File: src/scc_consts.svh
// Constants for the sampling converter control block: addresses, bit positions,
// reset values and timing counts. Assumes a 25 MHz system clock.
`ifndef SCC_CONSTS_SVH
`define SCC_CONSTS_SVH

// DSP external register slots
`define SCC_ADDR_DATA 3'h5
`define SCC_ADDR_CTRL 3'h6

// Control word bit positions
`define SCC_B_CAPRATE 0
`define SCC_B_XTAL 1
`define SCC_B_RSVZ 2
`define SCC_B_START 3
`define SCC_B_DONE 4
`define SCC_B_ADCEN 5
`define SCC_B_GPA 6
`define SCC_B_GPB 7
`define SCC_B_PLAYRATE 8
`define SCC_B_RSVONE 9
`define SCC_B_IRQSEL 15

// Reset value of the stored control fields: start bit set, all else clear
`define SCC_START_RST 1'b1

// System clock
`define SCC_CLK_HZ 25000000
`define SCC_CLK_NS 40

// Sample rates in Hz, by crystal (X20 = 20.48 MHz, X29 = 29.49 MHz) and rate bit
`define SCC_HZ_PLAY_X20_R0 16000
`define SCC_HZ_PLAY_X20_R1 10000
`define SCC_HZ_PLAY_X29_R0 8040
`define SCC_HZ_PLAY_X29_R1 9600
`define SCC_HZ_CAP_X20_R0 8000
`define SCC_HZ_CAP_X20_R1 16000
`define SCC_HZ_CAP_X29_R0 9600
`define SCC_HZ_CAP_X29_R1 16000

// Timer periods in system clock cycles
`define SCC_CYC(hz) (12'(`SCC_CLK_HZ / (hz)))

// Longest conversion time, rounded down to whole cycles
`define SCC_CONV_NS 2000
`define SCC_CONV_CYC (6'(`SCC_CONV_NS / `SCC_CLK_NS))

// PWM slot count per active region and slots per group
`define SCC_PWM_SLOTS 13'h0400
`define SCC_PWM_GROUP 32

`endif

File: src/scc_pkg.sv
// Types shared by the sampling converter control block.
// Assumes the DSP external register port presents one request per cycle.
package scc_pkg;

  // One access from the DSP core to an external register slot
  typedef struct packed {
    logic rd;
    logic wr;
    logic [2:0] addr;
    logic [15:0] wdata;
  } sccExtReq_t;

  // Stored writable fields of the analog control word
  typedef struct packed {
    logic irqSel;
    logic playRate;
    logic gpB;
    logic gpA;
    logic adcEn;
    logic startBit;
    logic xtalSel;
    logic capRate;
  } sccCtrl_t;

  typedef enum logic {SCC_IDLE, SCC_CONV} sccConvState_t;

endpackage : scc_pkg

File: src/scc_buffer.sv
// Small FIFO with valid/ready on both sides, used for playback samples.
// Assumes one clock and a synchronous active-low reset.
module scc_buffer #(
  parameter int WIDTH = 10,
  parameter int DEPTH = 2
) (
  input wire logic clk_sys,
  input wire logic nrst,
  input wire logic inValid,
  output logic inReady,
  input wire logic [WIDTH-1:0] inData,
  output logic outValid,
  input wire logic outReady,
  output logic [WIDTH-1:0] outData
);
  localparam int PW = (DEPTH > 1) ? $clog2(DEPTH) : 1;
  localparam int CW = $clog2(DEPTH + 1);

  logic [WIDTH-1:0] mem_q [DEPTH];
  logic [PW-1:0] wrPtr_q;
  logic [PW-1:0] rdPtr_q;
  logic [CW-1:0] count_q;
  logic push;
  logic pop;

  // Full and empty come straight from the occupancy count
  assign inReady = (count_q != CW'(DEPTH));
  assign outValid = (count_q != '0);
  assign outData = mem_q[rdPtr_q];
  assign push = inValid && inReady;
  assign pop = outValid && outReady;

  // Storage; not reset since data is only read when valid
  always_ff @(posedge clk_sys) begin
    if (push) begin
      mem_q[wrPtr_q] <= inData;
    end
  end

  // Pointers wrap at the depth
  always_ff @(posedge clk_sys) begin
    if (!nrst) begin
      wrPtr_q <= '0;
      rdPtr_q <= '0;
    end else begin
      if (push) begin
        wrPtr_q <= (wrPtr_q == PW'(DEPTH - 1)) ? '0 : wrPtr_q + 1'b1;
      end
      if (pop) begin
        rdPtr_q <= (rdPtr_q == PW'(DEPTH - 1)) ? '0 : rdPtr_q + 1'b1;
      end
    end
  end

  // Occupancy; simultaneous push and pop leave it unchanged
  always_ff @(posedge clk_sys) begin
    if (!nrst) begin
      count_q <= '0;
    end else if (push && !pop) begin
      count_q <= count_q + 1'b1;
    end else if (pop && !push) begin
      count_q <= count_q - 1'b1;
    end
  end

endmodule : scc_buffer

File: src/scc_top.sv
// Converter control: analog control word, capture and playback pacing timers,
// A/D start/done handshake, two general outputs and the 10-bit PWM modulator.
// Assumes the DSP core is the only master and the A/D result is a static input.
`include "scc_consts.svh"

module scc_top (
  input wire logic clk_sys,
  input wire logic nrst,
  input wire scc_pkg::sccExtReq_t extReq,
  output logic [15:0] extRdData,
  output logic extRdValid,
  input wire logic [7:0] adcSample,
  input wire logic externalPortPin,
  output logic gpOutputA,
  output logic gpOutputB,
  output logic adcPowerOn,
  output logic adcConvBusy,
  output logic captureIrq,
  output logic adDoneIrq,
  output logic playbackIrq,
  output logic lowestDspIrqLine,
  output logic pwmOut,
  output logic dacWriteReady
);

  scc_pkg::sccCtrl_t ctrl_q;
  scc_pkg::sccConvState_t convState_q;
  logic doneFlag_q;
  logic [7:0] adcResult_q;
  logic [5:0] convCnt_q;
  logic capRateAct_q;
  logic xtalAct_q;
  logic [11:0] capCnt_q;
  logic [11:0] playCnt_q;
  logic [11:0] capPeriod;
  logic [11:0] playPeriod;
  logic [11:0] activeLen;
  logic [14:0] activeMul;
  logic capTick;
  logic playTick;
  logic ctrlWr;
  logic dataWr;
  logic dataRd;
  logic startCmd;
  logic convFinish;
  logic [9:0] pwmSample_q;
  logic [9:0] slot_q;
  logic [11:0] acc_q;
  logic [12:0] accSum;
  logic inActive;
  logic slotHigh;
  logic bufInReady;
  logic bufOutValid;
  logic [9:0] bufOutData;

  // Pick one of four cycle counts by crystal and rate bit
  function automatic logic [11:0] pickCount(input logic xtal, input logic rate,
      input logic [11:0] x20r0, input logic [11:0] x20r1,
      input logic [11:0] x29r0, input logic [11:0] x29r1);
    logic [11:0] r;
    r = xtal ? (rate ? x29r1 : x29r0) : (rate ? x20r1 : x20r0);
    return r;
  endfunction : pickCount

  // Register port decode; only slots five and six are mapped
  assign ctrlWr = extReq.wr && (extReq.addr == `SCC_ADDR_CTRL);
  assign dataWr = extReq.wr && (extReq.addr == `SCC_ADDR_DATA);
  assign dataRd = extReq.rd && (extReq.addr == `SCC_ADDR_DATA);
  assign startCmd = ctrlWr && extReq.wdata[`SCC_B_START];

  // reserved bits are simply not stored
  always_ff @(posedge clk_sys) begin
    if (!nrst) begin
      ctrl_q <= '0;
      ctrl_q.startBit <= `SCC_START_RST;
    end else if (ctrlWr) begin
      ctrl_q.irqSel <= extReq.wdata[`SCC_B_IRQSEL];
      ctrl_q.playRate <= extReq.wdata[`SCC_B_PLAYRATE];
      ctrl_q.gpB <= extReq.wdata[`SCC_B_GPB];
      ctrl_q.gpA <= extReq.wdata[`SCC_B_GPA];
      ctrl_q.adcEn <= extReq.wdata[`SCC_B_ADCEN];
      ctrl_q.startBit <= extReq.wdata[`SCC_B_START];
      ctrl_q.xtalSel <= extReq.wdata[`SCC_B_XTAL];
      ctrl_q.capRate <= extReq.wdata[`SCC_B_CAPRATE];
    end
  end

  // capture settings are taken over only on a start command
  always_ff @(posedge clk_sys) begin
    if (!nrst) begin
      capRateAct_q <= 1'b0;
      xtalAct_q <= 1'b0;
    end else if (startCmd) begin
      capRateAct_q <= extReq.wdata[`SCC_B_CAPRATE];
      xtalAct_q <= extReq.wdata[`SCC_B_XTAL];
    end
  end

  assign capPeriod = pickCount(xtalAct_q, capRateAct_q,
      `SCC_CYC(`SCC_HZ_CAP_X20_R0), `SCC_CYC(`SCC_HZ_CAP_X20_R1),
      `SCC_CYC(`SCC_HZ_CAP_X29_R0), `SCC_CYC(`SCC_HZ_CAP_X29_R1));
  assign playPeriod = pickCount(ctrl_q.xtalSel, ctrl_q.playRate,
      `SCC_CYC(`SCC_HZ_PLAY_X20_R0), `SCC_CYC(`SCC_HZ_PLAY_X20_R1),
      `SCC_CYC(`SCC_HZ_PLAY_X29_R0), `SCC_CYC(`SCC_HZ_PLAY_X29_R1));

  assign capTick = (capCnt_q >= capPeriod - 12'h001);
  assign playTick = (playCnt_q >= playPeriod - 12'h001);

  // free running capture timer; >= guards against a shortened period
  always_ff @(posedge clk_sys) begin
    if (!nrst) begin
      capCnt_q <= '0;
    end else if (capTick) begin
      capCnt_q <= '0;
    end else begin
      capCnt_q <= capCnt_q + 12'h001;
    end
  end

  // playback timer, also the PWM period phase
  always_ff @(posedge clk_sys) begin
    if (!nrst) begin
      playCnt_q <= '0;
    end else if (playTick) begin
      playCnt_q <= '0;
    end else begin
      playCnt_q <= playCnt_q + 12'h001;
    end
  end

  // request pulses to the DSP, one cycle each
  always_ff @(posedge clk_sys) begin
    if (!nrst) begin
      captureIrq <= 1'b0;
      playbackIrq <= 1'b0;
      adDoneIrq <= 1'b0;
    end else begin
      captureIrq <= capTick;
      playbackIrq <= playTick;
      adDoneIrq <= convFinish;
    end
  end

  always_ff @(posedge clk_sys) begin
    if (!nrst) begin
      lowestDspIrqLine <= 1'b0;
    end else begin
      lowestDspIrqLine <= ctrl_q.irqSel ? externalPortPin : playTick;
    end
  end

  always_ff @(posedge clk_sys) begin
    if (!nrst) begin
      gpOutputA <= 1'b0;
      gpOutputB <= 1'b0;
      adcPowerOn <= 1'b0;
    end else if (ctrlWr) begin
      gpOutputA <= extReq.wdata[`SCC_B_GPA];
      gpOutputB <= extReq.wdata[`SCC_B_GPB];
      adcPowerOn <= extReq.wdata[`SCC_B_ADCEN];
    end
  end

  assign convFinish = (convState_q == scc_pkg::SCC_CONV) && ctrl_q.adcEn &&
      (convCnt_q == `SCC_CONV_CYC - 6'h01);

  // launch by command or by capture timeout in timer mode
  // a start during a conversion restarts it
  // disabling the converter abandons a conversion
  always_ff @(posedge clk_sys) begin
    if (!nrst) begin
      convState_q <= scc_pkg::SCC_IDLE;
      convCnt_q <= '0;
    end else if (ctrlWr && !extReq.wdata[`SCC_B_ADCEN]) begin
      convState_q <= scc_pkg::SCC_IDLE;
      convCnt_q <= '0;
    end else if (startCmd || (capTick && !ctrl_q.startBit && ctrl_q.adcEn)) begin
      convState_q <= scc_pkg::SCC_CONV;
      convCnt_q <= '0;
    end else begin
      case (convState_q)
        scc_pkg::SCC_IDLE: begin
          convCnt_q <= '0;
        end
        scc_pkg::SCC_CONV: begin
          if (!ctrl_q.adcEn || convFinish) begin
            convState_q <= scc_pkg::SCC_IDLE;
          end
          convCnt_q <= convCnt_q + 6'h01;
        end
        default: begin
          convState_q <= scc_pkg::SCC_IDLE;
        end
      endcase
    end
  end

  // Busy flag lags the conversion state by one cycle, but drops together with it at a finish
  always_ff @(posedge clk_sys) begin
    if (!nrst) begin
      adcConvBusy <= 1'b0;
    end else begin
      adcConvBusy <= (convState_q == scc_pkg::SCC_CONV) && !convFinish;
    end
  end

  // done flag; a finish in the read cycle wins over the clear
  always_ff @(posedge clk_sys) begin
    if (!nrst) begin
      doneFlag_q <= 1'b0;
    end else if (convFinish) begin
      doneFlag_q <= 1'b1;
    end else if (dataRd) begin
      doneFlag_q <= 1'b0;
    end
  end

  // Result captured at the end of conversion
  always_ff @(posedge clk_sys) begin
    if (!nrst) begin
      adcResult_q <= '0;
    end else if (convFinish) begin
      adcResult_q <= adcSample;
    end
  end

  // result in bits 2-9; fixed reserved reads
  // Unmapped slots read as zero
  always_ff @(posedge clk_sys) begin
    if (!nrst) begin
      extRdData <= '0;
      extRdValid <= 1'b0;
    end else begin
      extRdValid <= extReq.rd;
      if (!extReq.rd) begin
        extRdData <= extRdData;
      end else if (extReq.addr == `SCC_ADDR_CTRL) begin
        extRdData <= {ctrl_q.irqSel, 5'h00, 1'b1, ctrl_q.playRate, ctrl_q.gpB, ctrl_q.gpA,
            ctrl_q.adcEn, doneFlag_q, ctrl_q.startBit, 1'b0, ctrl_q.xtalSel, ctrl_q.capRate};
      end else if (extReq.addr == `SCC_ADDR_DATA) begin
        extRdData <= {6'h00, adcResult_q, 2'b00};
      end else begin
        extRdData <= '0;
      end
    end
  end

  // ten-bit playback samples queue here; a write while full is dropped
  scc_buffer #(
    .WIDTH(10),
    .DEPTH(2)
  ) uSampleBuf (
    .clk_sys(clk_sys),
    .nrst(nrst),
    .inValid(dataWr),
    .inReady(bufInReady),
    .inData(extReq.wdata[9:0]),
    .outValid(bufOutValid),
    .outReady(playTick),
    .outData(bufOutData)
  );

  // Back-pressure flag for the DSP; it must not write while this is low
  always_ff @(posedge clk_sys) begin
    if (!nrst) begin
      dacWriteReady <= 1'b0;
    end else begin
      dacWriteReady <= bufInReady && !dataWr;
    end
  end

  // New sample each period; an empty buffer repeats the last one
  always_ff @(posedge clk_sys) begin
    if (!nrst) begin
      pwmSample_q <= '0;
    end else if (playTick && bufOutValid) begin
      pwmSample_q <= bufOutData;
    end
  end

  // four fifths of the period is active
  // whole period at the 10 kHz setting
  assign activeMul = {1'b0, playPeriod, 2'b00} / 15'h0005;
  assign activeLen = (ctrl_q.playRate && !ctrl_q.xtalSel) ? playPeriod : activeMul[11:0];
  assign inActive = (playCnt_q < activeLen);
  assign accSum = {1'b0, acc_q} + `SCC_PWM_SLOTS;

  // spread 1024 slots evenly over the active cycles
  always_ff @(posedge clk_sys) begin
    if (!nrst) begin
      acc_q <= '0;
      slot_q <= '0;
    end else if (playTick) begin
      acc_q <= '0;
      slot_q <= '0;
    end else if (inActive && (accSum >= {1'b0, activeLen})) begin
      acc_q <= 12'(accSum - {1'b0, activeLen});
      slot_q <= slot_q + 10'h001;
    end else if (inActive) begin
      acc_q <= accSum[11:0];
    end
  end

  // coarse is the upper five bits, fine the lower five
  // slot zero of each group carries fine
  // fine groups high at slot zero, coarse slots in each group
  assign slotHigh = (slot_q[4:0] == 5'h00) ? (slot_q[9:5] < pwmSample_q[4:0]) :
      (slot_q[4:0] <= pwmSample_q[9:5]);

  // output forced low outside the active region
  always_ff @(posedge clk_sys) begin
    if (!nrst) begin
      pwmOut <= 1'b0;
    end else begin
      pwmOut <= inActive && slotHigh;
    end
  end
endmodule : scc_top

File: config.mk
export PLATFORM = sky130hd
export DESIGN_NAME = scc_top
export DESIGN_NICKNAME = d
export VERILOG_FILES = /design/src/scc_pkg.sv /design/src/scc_buffer.sv /design/src/scc_top.sv
export VERILOG_INCLUDE_DIRS = /design/src /design/src/src
export SDC_FILE = /design/constraint.sdc
export NUM_CORES = 1
export LEC_CHECK = 0
export ABC_AREA = 1
export BUFFER_PORTS_ARGS = -buffer_cell sky130_fd_sc_hd__buf_2
export CORE_MARGIN = 3
export CORE_UTILIZATION = 25
export CTS_BUF_LIST = sky130_fd_sc_hd__clkbuf_2 sky130_fd_sc_hd__clkbuf_4 sky130_fd_sc_hd__clkbuf_8
export DETAILED_ROUTE_END_ITERATION = 8
export SLEW_MARGIN = 10
export SYNTH_ARGS = -nofsm -noshare
export SYNTH_HDL_FRONTEND = slang
export SYNTH_SLANG_ARGS = --single-unit
File: constraint.sdc
create_clock -name clk_sys -period 4.3 [get_ports clk_sys]
set_input_delay 0.86 -clock clk_sys [delete_from_list [all_inputs] [get_ports clk_sys]]
set_output_delay 0.86 -clock clk_sys [all_outputs]
set_load 0.02 [all_outputs]
==> results of run 1 <==
synth_stat cells (all sizes together):
library cell | instances | area [um2]
o21bai | 4 | 30.0
edfxtp | 20 | 601
clkinv | 2 | 8.75
conb | 2 | 7.51
xnor2 | 15 | 131
nor3 | 11 | 55.1
nor3b | 3 | 22.5
a221oi | 1 | 8.76
ha | 73 | 913
o22ai | 7 | 43.8
nor4b | 1 | 8.76
dfxtp | 105 | 2100
o211ai | 1 | 7.51
a211oi | 1 | 7.51
a22oi | 8 | 60.1
nand3b | 3 | 22.5
mux2 | 10 | 113
and2 | 1 | 6.26
clkbuf | 13 | 48.8
xor2 | 18 | 158
nor2 | 104 | 393
a31oi | 1 | 6.26
nand4 | 8 | 50.1
fa | 2 | 40.0
o21a | 2 | 15.0
buf | 14 | 101
nand3 | 47 | 245
inv | 109 | 409
o21ai | 34 | 170
nand2 | 182 | 718
or2 | 2 | 12.5
a21oi | 71 | 393
area by class of cell:
type | count | area [um2]
clock buffer | 18 | 241
clock inverter | 13 | 168
fill | 2916 | 19100
inverter | 111 | 418
multi-input combinational | 618 | 3660
sequential | 125 | 2700
tap | 341 | 427
timing repair buffer | 54 | 285
kinds of logic (layout without fill, tap and decap cells):
group                    count (synthesis)  in the layout  share of synthesized area
other                                    2              8                    0.00109
flip-flops                             125            125                      0.391
XOR/XNOR                                33             33                     0.0418
AO/OA/AOI/OAI                          130            130                      0.107
AND/OR/NAND/NOR                        362            362                      0.222
multiplexers                            10             10                     0.0163
buffers and inverters                  138            196                     0.0822
adder cells (fa/ha/maj)                 75             75                      0.138
power by group through the flow:
stage                     registers (uW)  clock network, uW  logic [uW]
after floorplan                     1330                  0         826
after global placement              1340                  0         951
after detailed placement            1340                  0         968
after CTS                           1310               1100         972
after global routing                1320               1160        1110
final                               1310               1070         966
flip-flops by register name (all words and copies together) (netlist names), 2 cells and up:
register            count
pwmSample_q            10
slot_q                 10
uSampleBuf.count_q      2
acc_q                  12
extRdData              11
adcResult_q             8
uSampleBuf.mem_q       20
playCnt_q              12
convCnt_q               6
ctrl_q                  5
capCnt_q               12
metrics by stage:
step           worst slack [ns]   util
4_1_cts                   0.780  0.292
5_1_grt                   0.412  0.292
3_3_place_gp              0.799  0.277
6_report                  0.772  0.292
2_1_floorplan              1.30      -
3_5_place_dp              0.795  0.277
critical path, stage by stage (launching register included):
cell and delay (ns):
dfxtp_1 0.51, inv_1 0.20, ha_1 0.25, ha_1 0.20, nor2_1 0.08, a21oi_1 0.06, o21ai_0 0.28, ha_1 0.36
nand2_2 0.12, inv_1 0.06, nand2_1 0.09, nand3_2 0.12, nand2_1 0.09, nand3_2 0.09, nand2_4 0.18, clkinv_2 0.44
nor2_1 0.22, nor2_1 0.07
metal layers:
layer | share of wire | track usage | vias to the layer above | wire, um
met2 | 0.46 | 0.167 | 92 | 6800
met1 | 0.49 | 0.138 | 2541 | 7310
met4 | 0.012 | 0.0333 | 0 | 174
met3 | 0.040 | 0.0261 | 18 | 599
li1 | - | - | 2936 | -
met5 | 0 | 0 | - | 0
worst paths after layout:
check | startpoint | endpoint | slack (ns)
min | adcResult_q[7] | adcResult_q[7] | 0.45
min reg2reg | adcResult_q[7] | adcResult_q[7] | 0.45
max | ctrl_q[6] | acc_q[0] | 0.77
max reg2reg | ctrl_q[6] | acc_q[0] | 0.77
==> impl_metrics.env, run 1 <==
export IMPL_outcome="finished, final reports clean"
export IMPL_slew_violations=0
export IMPL_areaGrowthSynthToFinish_pct=14.4
export IMPL_synth_distinct_cells=42
export IMPL_path_clk_slew_ns=0.07
export IMPL_coreArea_um2=27000
export IMPL_place_area_um2=7490
export IMPL_tns_ns=0
export IMPL_grt_pass1_vias=5395
export IMPL_worst_path_max_fanout=29
export IMPL_ir_drop_mv=0.194
export IMPL_cp_start_kind="register"
export IMPL_die_area_um2=29700
export IMPL_worst_skew_pair_late_latency_ns=0.44
export IMPL_rsz0062_at_grt="no"
export IMPL_wl_mm=14.9
export IMPL_io_buffers=48
export IMPL_final_common_cell="nand2_1"
export IMPL_seq_area_frac_synth=0.391
export IMPL_finClkSkew_ns=0.0129
export IMPL_clkSinkCount=125
export IMPL_critPathRequiredTime_ns=4.63
export IMPL_grt_antenna_before_repair=0
export IMPL_synth_area_um2=6910
export IMPL_drv_cap=0
export IMPL_period_share=0.820
export IMPL_num_vias=5587
export IMPL_die_h_um=172
export IMPL_postCtsSetupRepairBufs=0
export IMPL_die_w_um=172
export IMPL_grt_pass1_wl_mm=25.2
export IMPL_p_int_uw=2190
export IMPL_final_layout_size_suffix_gt1_frac=0.131
export IMPL_ys_warn_count=0
export IMPL_design_area_um2=7900
export IMPL_worst_slew_pin_slew_ns=1.05
export IMPL_cts_max_level=4
export IMPL_total_power_uw=3340
export IMPL_mostFrequentLayoutCells="170 x nand2_1, 109 x inv_1, 105 x dfxtp_1"
export IMPL_clock_path_buffers=2
export IMPL_swShare=0.347
export IMPL_worstRegToRegCells=17
export IMPL_cts_tree="done"
export IMPL_layout_nets=1034
export IMPL_hp_class="register to register"
export IMPL_num_rows=60
export IMPL_firstDrtPassIters=7
export IMPL_max_freq_mhz=283
export IMPL_num_antenna_cells=0
export IMPL_numCtsBuffers=17
export IMPL_cts_hold_buf=0
export IMPL_avgSynthCellArea_um2=7.90
export IMPL_net_switching_power_uw=1160
export IMPL_hold_depth=2
export IMPL_finalHoldViolations=0
export IMPL_p_comb_frac=0.289
export IMPL_vias_per_cell=4.36
export IMPL_p_leak_uw=0.00348
export IMPL_initial_core_util=0.256
export IMPL_dp_hpwl_mm=11.0
export IMPL_synthCells=875
export IMPL_cts_resized=0
export IMPL_sequentialPowerShare=0.392
export IMPL_grtUsageTotal=0.104
export IMPL_fin_crit_ns=3.53
export IMPL_ios=59
export IMPL_path_class="register to register"
export IMPL_gp_congestion=0.865
export IMPL_final_antenna_net_count=0
export IMPL_placed_cells=1249
export IMPL_holdWs_ns=0.452
export IMPL_post_layout_nonfiller_instances=1280
export IMPL_cts_root_buf="clkbuf_8"
export IMPL_endpoint_kind="register"
export IMPL_setup_viol=0
export IMPL_wl_per_cell_um=11.6
export IMPL_drcViolationCount=0
export IMPL_grt_max_degree=30
export IMPL_crit_arrival_ns=3.86
export IMPL_power_frac_clock=0.320
export IMPL_synth_seq_cells=125
export IMPL_slew_limit_headroom=0.297
export IMPL_p_per_area_nw_per_um2=423
export IMPL_drt_initial_drc_count=231
export IMPL_overflow=0
(Power assumes the default switching activity.)
==> run 2, diff against run 1 <==
ABC_AREA = 0   (was 1)
clock period = 3.6 ns   (was 4.3 ns; I/O delays follow)
==> run 2 against run 1 <==
Effect of this change:
- count of clock-buffer cells in the layout grew 2
- routed wire length fell by 4.5%
- worst hold slack better by 0.0096 ns
- critical path depth down 5
- final cell count is 14% lower
- power rose by 20%
- clock power up 36%
- critical endpoint is now acc_q[3]
- via count shrank 12%
- largest cell class unchanged
==> impl_metrics.env, run 2 <==
export IMPL_coreArea_um2=25400
export IMPL_ys_warn_count=0
export IMPL_crit_path_max_incr_delay_ns=0.49
export IMPL_grt_pass1_wl_mm=23.9
export IMPL_critPathRequiredTime_ns=3.91
export IMPL_grt_max_degree=36
export IMPL_final_antenna_net_count=0
export IMPL_finClkSkew_ns=0.0187
export IMPL_dp_hpwl_mm=10.4
export IMPL_final_setup_worst_slack_ns=0.233
export IMPL_crit_buf_inv=3
export IMPL_mostFrequentLayoutCells="105 x dfxtp_1, 90 x nor2_1, 73 x ha_1"
export IMPL_drt_initial_drc_count=228
export IMPL_die_w_um=168
export IMPL_max_freq_mhz=297
export IMPL_synth_top_cells_by_area="dfxtp_1 32%, ha_1 14%, edfxtp_1 9.2%"
export IMPL_die_area_um2=28100
export IMPL_design_area_um2=7650
export IMPL_synth_distinct_cells=54
export IMPL_post_layout_nonfiller_instances=1095
export IMPL_synthMostInstantiatedCell="dfxtp_1"
export IMPL_overflow=0
export IMPL_placed_cells=1061
export IMPL_rsz0062_at_grt="no"
export IMPL_synth_seq_cells=125
export IMPL_r2r_slack_ns=0.23
export IMPL_cts_hold_buf=0
export IMPL_avgSynthCellArea_um2=9.43
export IMPL_path_cells="inv_1 > ha_1 > inv_1 > mux2i_1 > ha_1 > a211o_1 > a21oi_1 > a32oi_4 > buf_4 > or2_2 > a21oi_1 > nor2_1"
export IMPL_wl_per_cell_um=13.0
export IMPL_hold_path_end="ctrl_q[0]"
export IMPL_synth_top_cell_area_share=0.322
export IMPL_path_clk_slew_ns=0.09
export IMPL_endpoint_kind="register"
export IMPL_synthCells=692
export IMPL_cpMaxStageDelayCell="ha_1"
export IMPL_worst_path_max_fanout=8
export IMPL_die_h_um=168
export IMPL_period_share=0.935
export IMPL_largest_register_ffs=20
export IMPL_critPathTopFamily="compound AO/OA/AOI/OAI gates"
export IMPL_cts_root_buf="clkbuf_8"
export IMPL_final_common_cell="dfxtp_1"
export IMPL_outcome="finished, final reports clean"
export IMPL_worstRegToRegCells=12
export IMPL_firstDrtPassIters=5
export IMPL_clkSinkCount=125
export IMPL_path_class="register to register"
export IMPL_ir_drop_mv=0.257
export IMPL_p_leak_uw=0.00319
export IMPL_worst_slew_pin_slew_ns=0.819
export IMPL_ys_flop_type="dfxtp_1"
export IMPL_pre_cts_slack_ns=0.189
export IMPL_clock_path_buffers=2
export IMPL_synthArstFlopShare=0
export IMPL_initial_core_util=0.257
export IMPL_seq_area_frac_synth=0.414
export IMPL_drcViolationCount=0
export IMPL_slew_limit_headroom=0.452
export IMPL_yosysTopAreaCell="dfxtp_1"
export IMPL_worst_skew_pair_late_latency_ns=0.44
export IMPL_fin_crit_ns=3.37
export IMPL_num_antenna_cells=0
export IMPL_min_from="ctrl_q[0]"
export IMPL_slew_violations=0
export IMPL_final_layout_size_suffix_gt1_frac=0.136
export IMPL_cts_tree="done"
export IMPL_io_buffers=48
export IMPL_setup_viol=0
export IMPL_drv_cap=0
export IMPL_crit_reg2reg_launch="ctrl_q[1]"
export IMPL_hp_class="register to register"
export IMPL_hold_depth=2
export IMPL_finalHoldViolations=0
export IMPL_numCtsBuffers=17
export IMPL_layout_nets=859
export IMPL_ios=59
export IMPL_regMostFlops="uSampleBuf.mem_q"
export IMPL_areaGrowthSynthToFinish_pct=17.2
export IMPL_gp_congestion=0.797
export IMPL_synth_area_um2=6530
export IMPL_grtUsageTotal=0.103
export IMPL_num_rows=58
export IMPL_synth_commonest_cells="105 x dfxtp_1, 90 x nor2_1, 73 x ha_1"
export IMPL_num_vias=4924
export IMPL_crit_arrival_ns=3.68
export IMPL_cp_start_kind="register"
export IMPL_grt_antenna_before_repair=2
export IMPL_cts_max_level=4
export IMPL_wl_mm=14.2
export IMPL_tns_ns=0
export IMPL_synth_edff_count=20
export IMPL_vias_per_cell=4.50
export IMPL_place_area_um2=7150
export IMPL_grt_pass1_vias=4734
export IMPL_total_power_uw=4020
export IMPL_timing_rr_end="acc_q[3]"
export IMPL_p_per_area_nw_per_um2=526
[run 2: changes by cell type after synthesis, moves of 13 or more]
cell     previous run  this run
o21ai_0            34        16
nand3_1            45        24
a21oi_1            61        37
nand2_1           170        53
mux2i_1             0        24
inv_1             109        46
nor2_1            103        90
[run 2: per-layer routing]
metal	part of all wire	wire [um]	GRT usage	vias to the layer above
li1	-	-	-	2524
met1	0.47	6680	0.137	2304
met2	0.48	6810	0.168	76
met3	0.041	585	0.0283	16
met4	0.0088	125	0.0235	4
met5	0.0015	22	0	-
[run 2: cell type report]
| type | instances | area, um2 |
|---|---|---|
| Clock buffer | 20 | 256 |
| Inverter | 46 | 173 |
| Clock inverter | 12 | 209 |
| Sequential cell | 125 | 2700 |
| Timing Repair Buffer | 60 | 330 |
| Fill cell | 2661 | 17800 |
| Tap cell | 330 | 413 |
| Multi-Input combinational cell | 502 | 3560 |
[run 2: per-stage QoR]
step | util | hold WS, ns
2_1_floorplan | - | 0.434
3_3_place_gp | 0.281 | 0.446
3_5_place_dp | 0.281 | 0.453
4_1_cts | 0.300 | 0.439
5_1_grt | 0.301 | 0.434
6_report | 0.301 | 0.461
[run 2: what timing repair did]
item	4_1_cts	5_1_grt
gates resized for setup	0	2
buffers inserted	0	2
endpoints found under the hold margin	0	0
setup endpoints to repair	0	11
[run 2: where the power goes]
group          switching (uW)  internal [uW]
logic                     540            461
registers                63.5           1500
clock network             603            857
[run 2: how the worst max path moves through the flow]
| stage | start | end | slack, ns | cells after the start |
|---|---|---|---|---|
| global placement | ctrl_q[1] | slot_q[8] | 0.20 | 13 |
| global route | ctrl_q[1] | acc_q[1] | 0.03 | 13 |
| floorplan | ctrl_q[1] | acc_q[10] | 0.31 | 14 |
| detailed placement | ctrl_q[1] | slot_q[8] | 0.19 | 13 |
| finish | ctrl_q[1] | acc_q[3] | 0.23 | 12 |
| CTS | ctrl_q[1] | acc_q[1] | 0.17 | 14 |
[run 2: worst reg2reg max path, stage by stage, from the launching register on]
cell and delay (ns):
dfxtp_1 0.33, inv_1 0.16, ha_1 0.49, inv_1 0.19
mux2i_1 0.27, ha_1 0.32, a211o_1 0.30, a21oi_1 0.21
a32oi_4 0.21, buf_4 0.22, or2_2 0.35, a21oi_1 0.16
nor2_1 0.05
[run 2: cells by family (layout without fill, tap and decap cells)]
family / Yosys count / count (layout) / synth area share
simple gates: 227 / 227 / 0.165
flops: 125 / 125 / 0.414
compound gates: 122 / 122 / 0.128
fa+ha+maj: 75 / 75 / 0.146
buf+inv: 71 / 138 / 0.0460
xor+xnor: 45 / 45 / 0.0604
mux: 25 / 25 / 0.0385
other cells: 2 / 8 / 0.00115
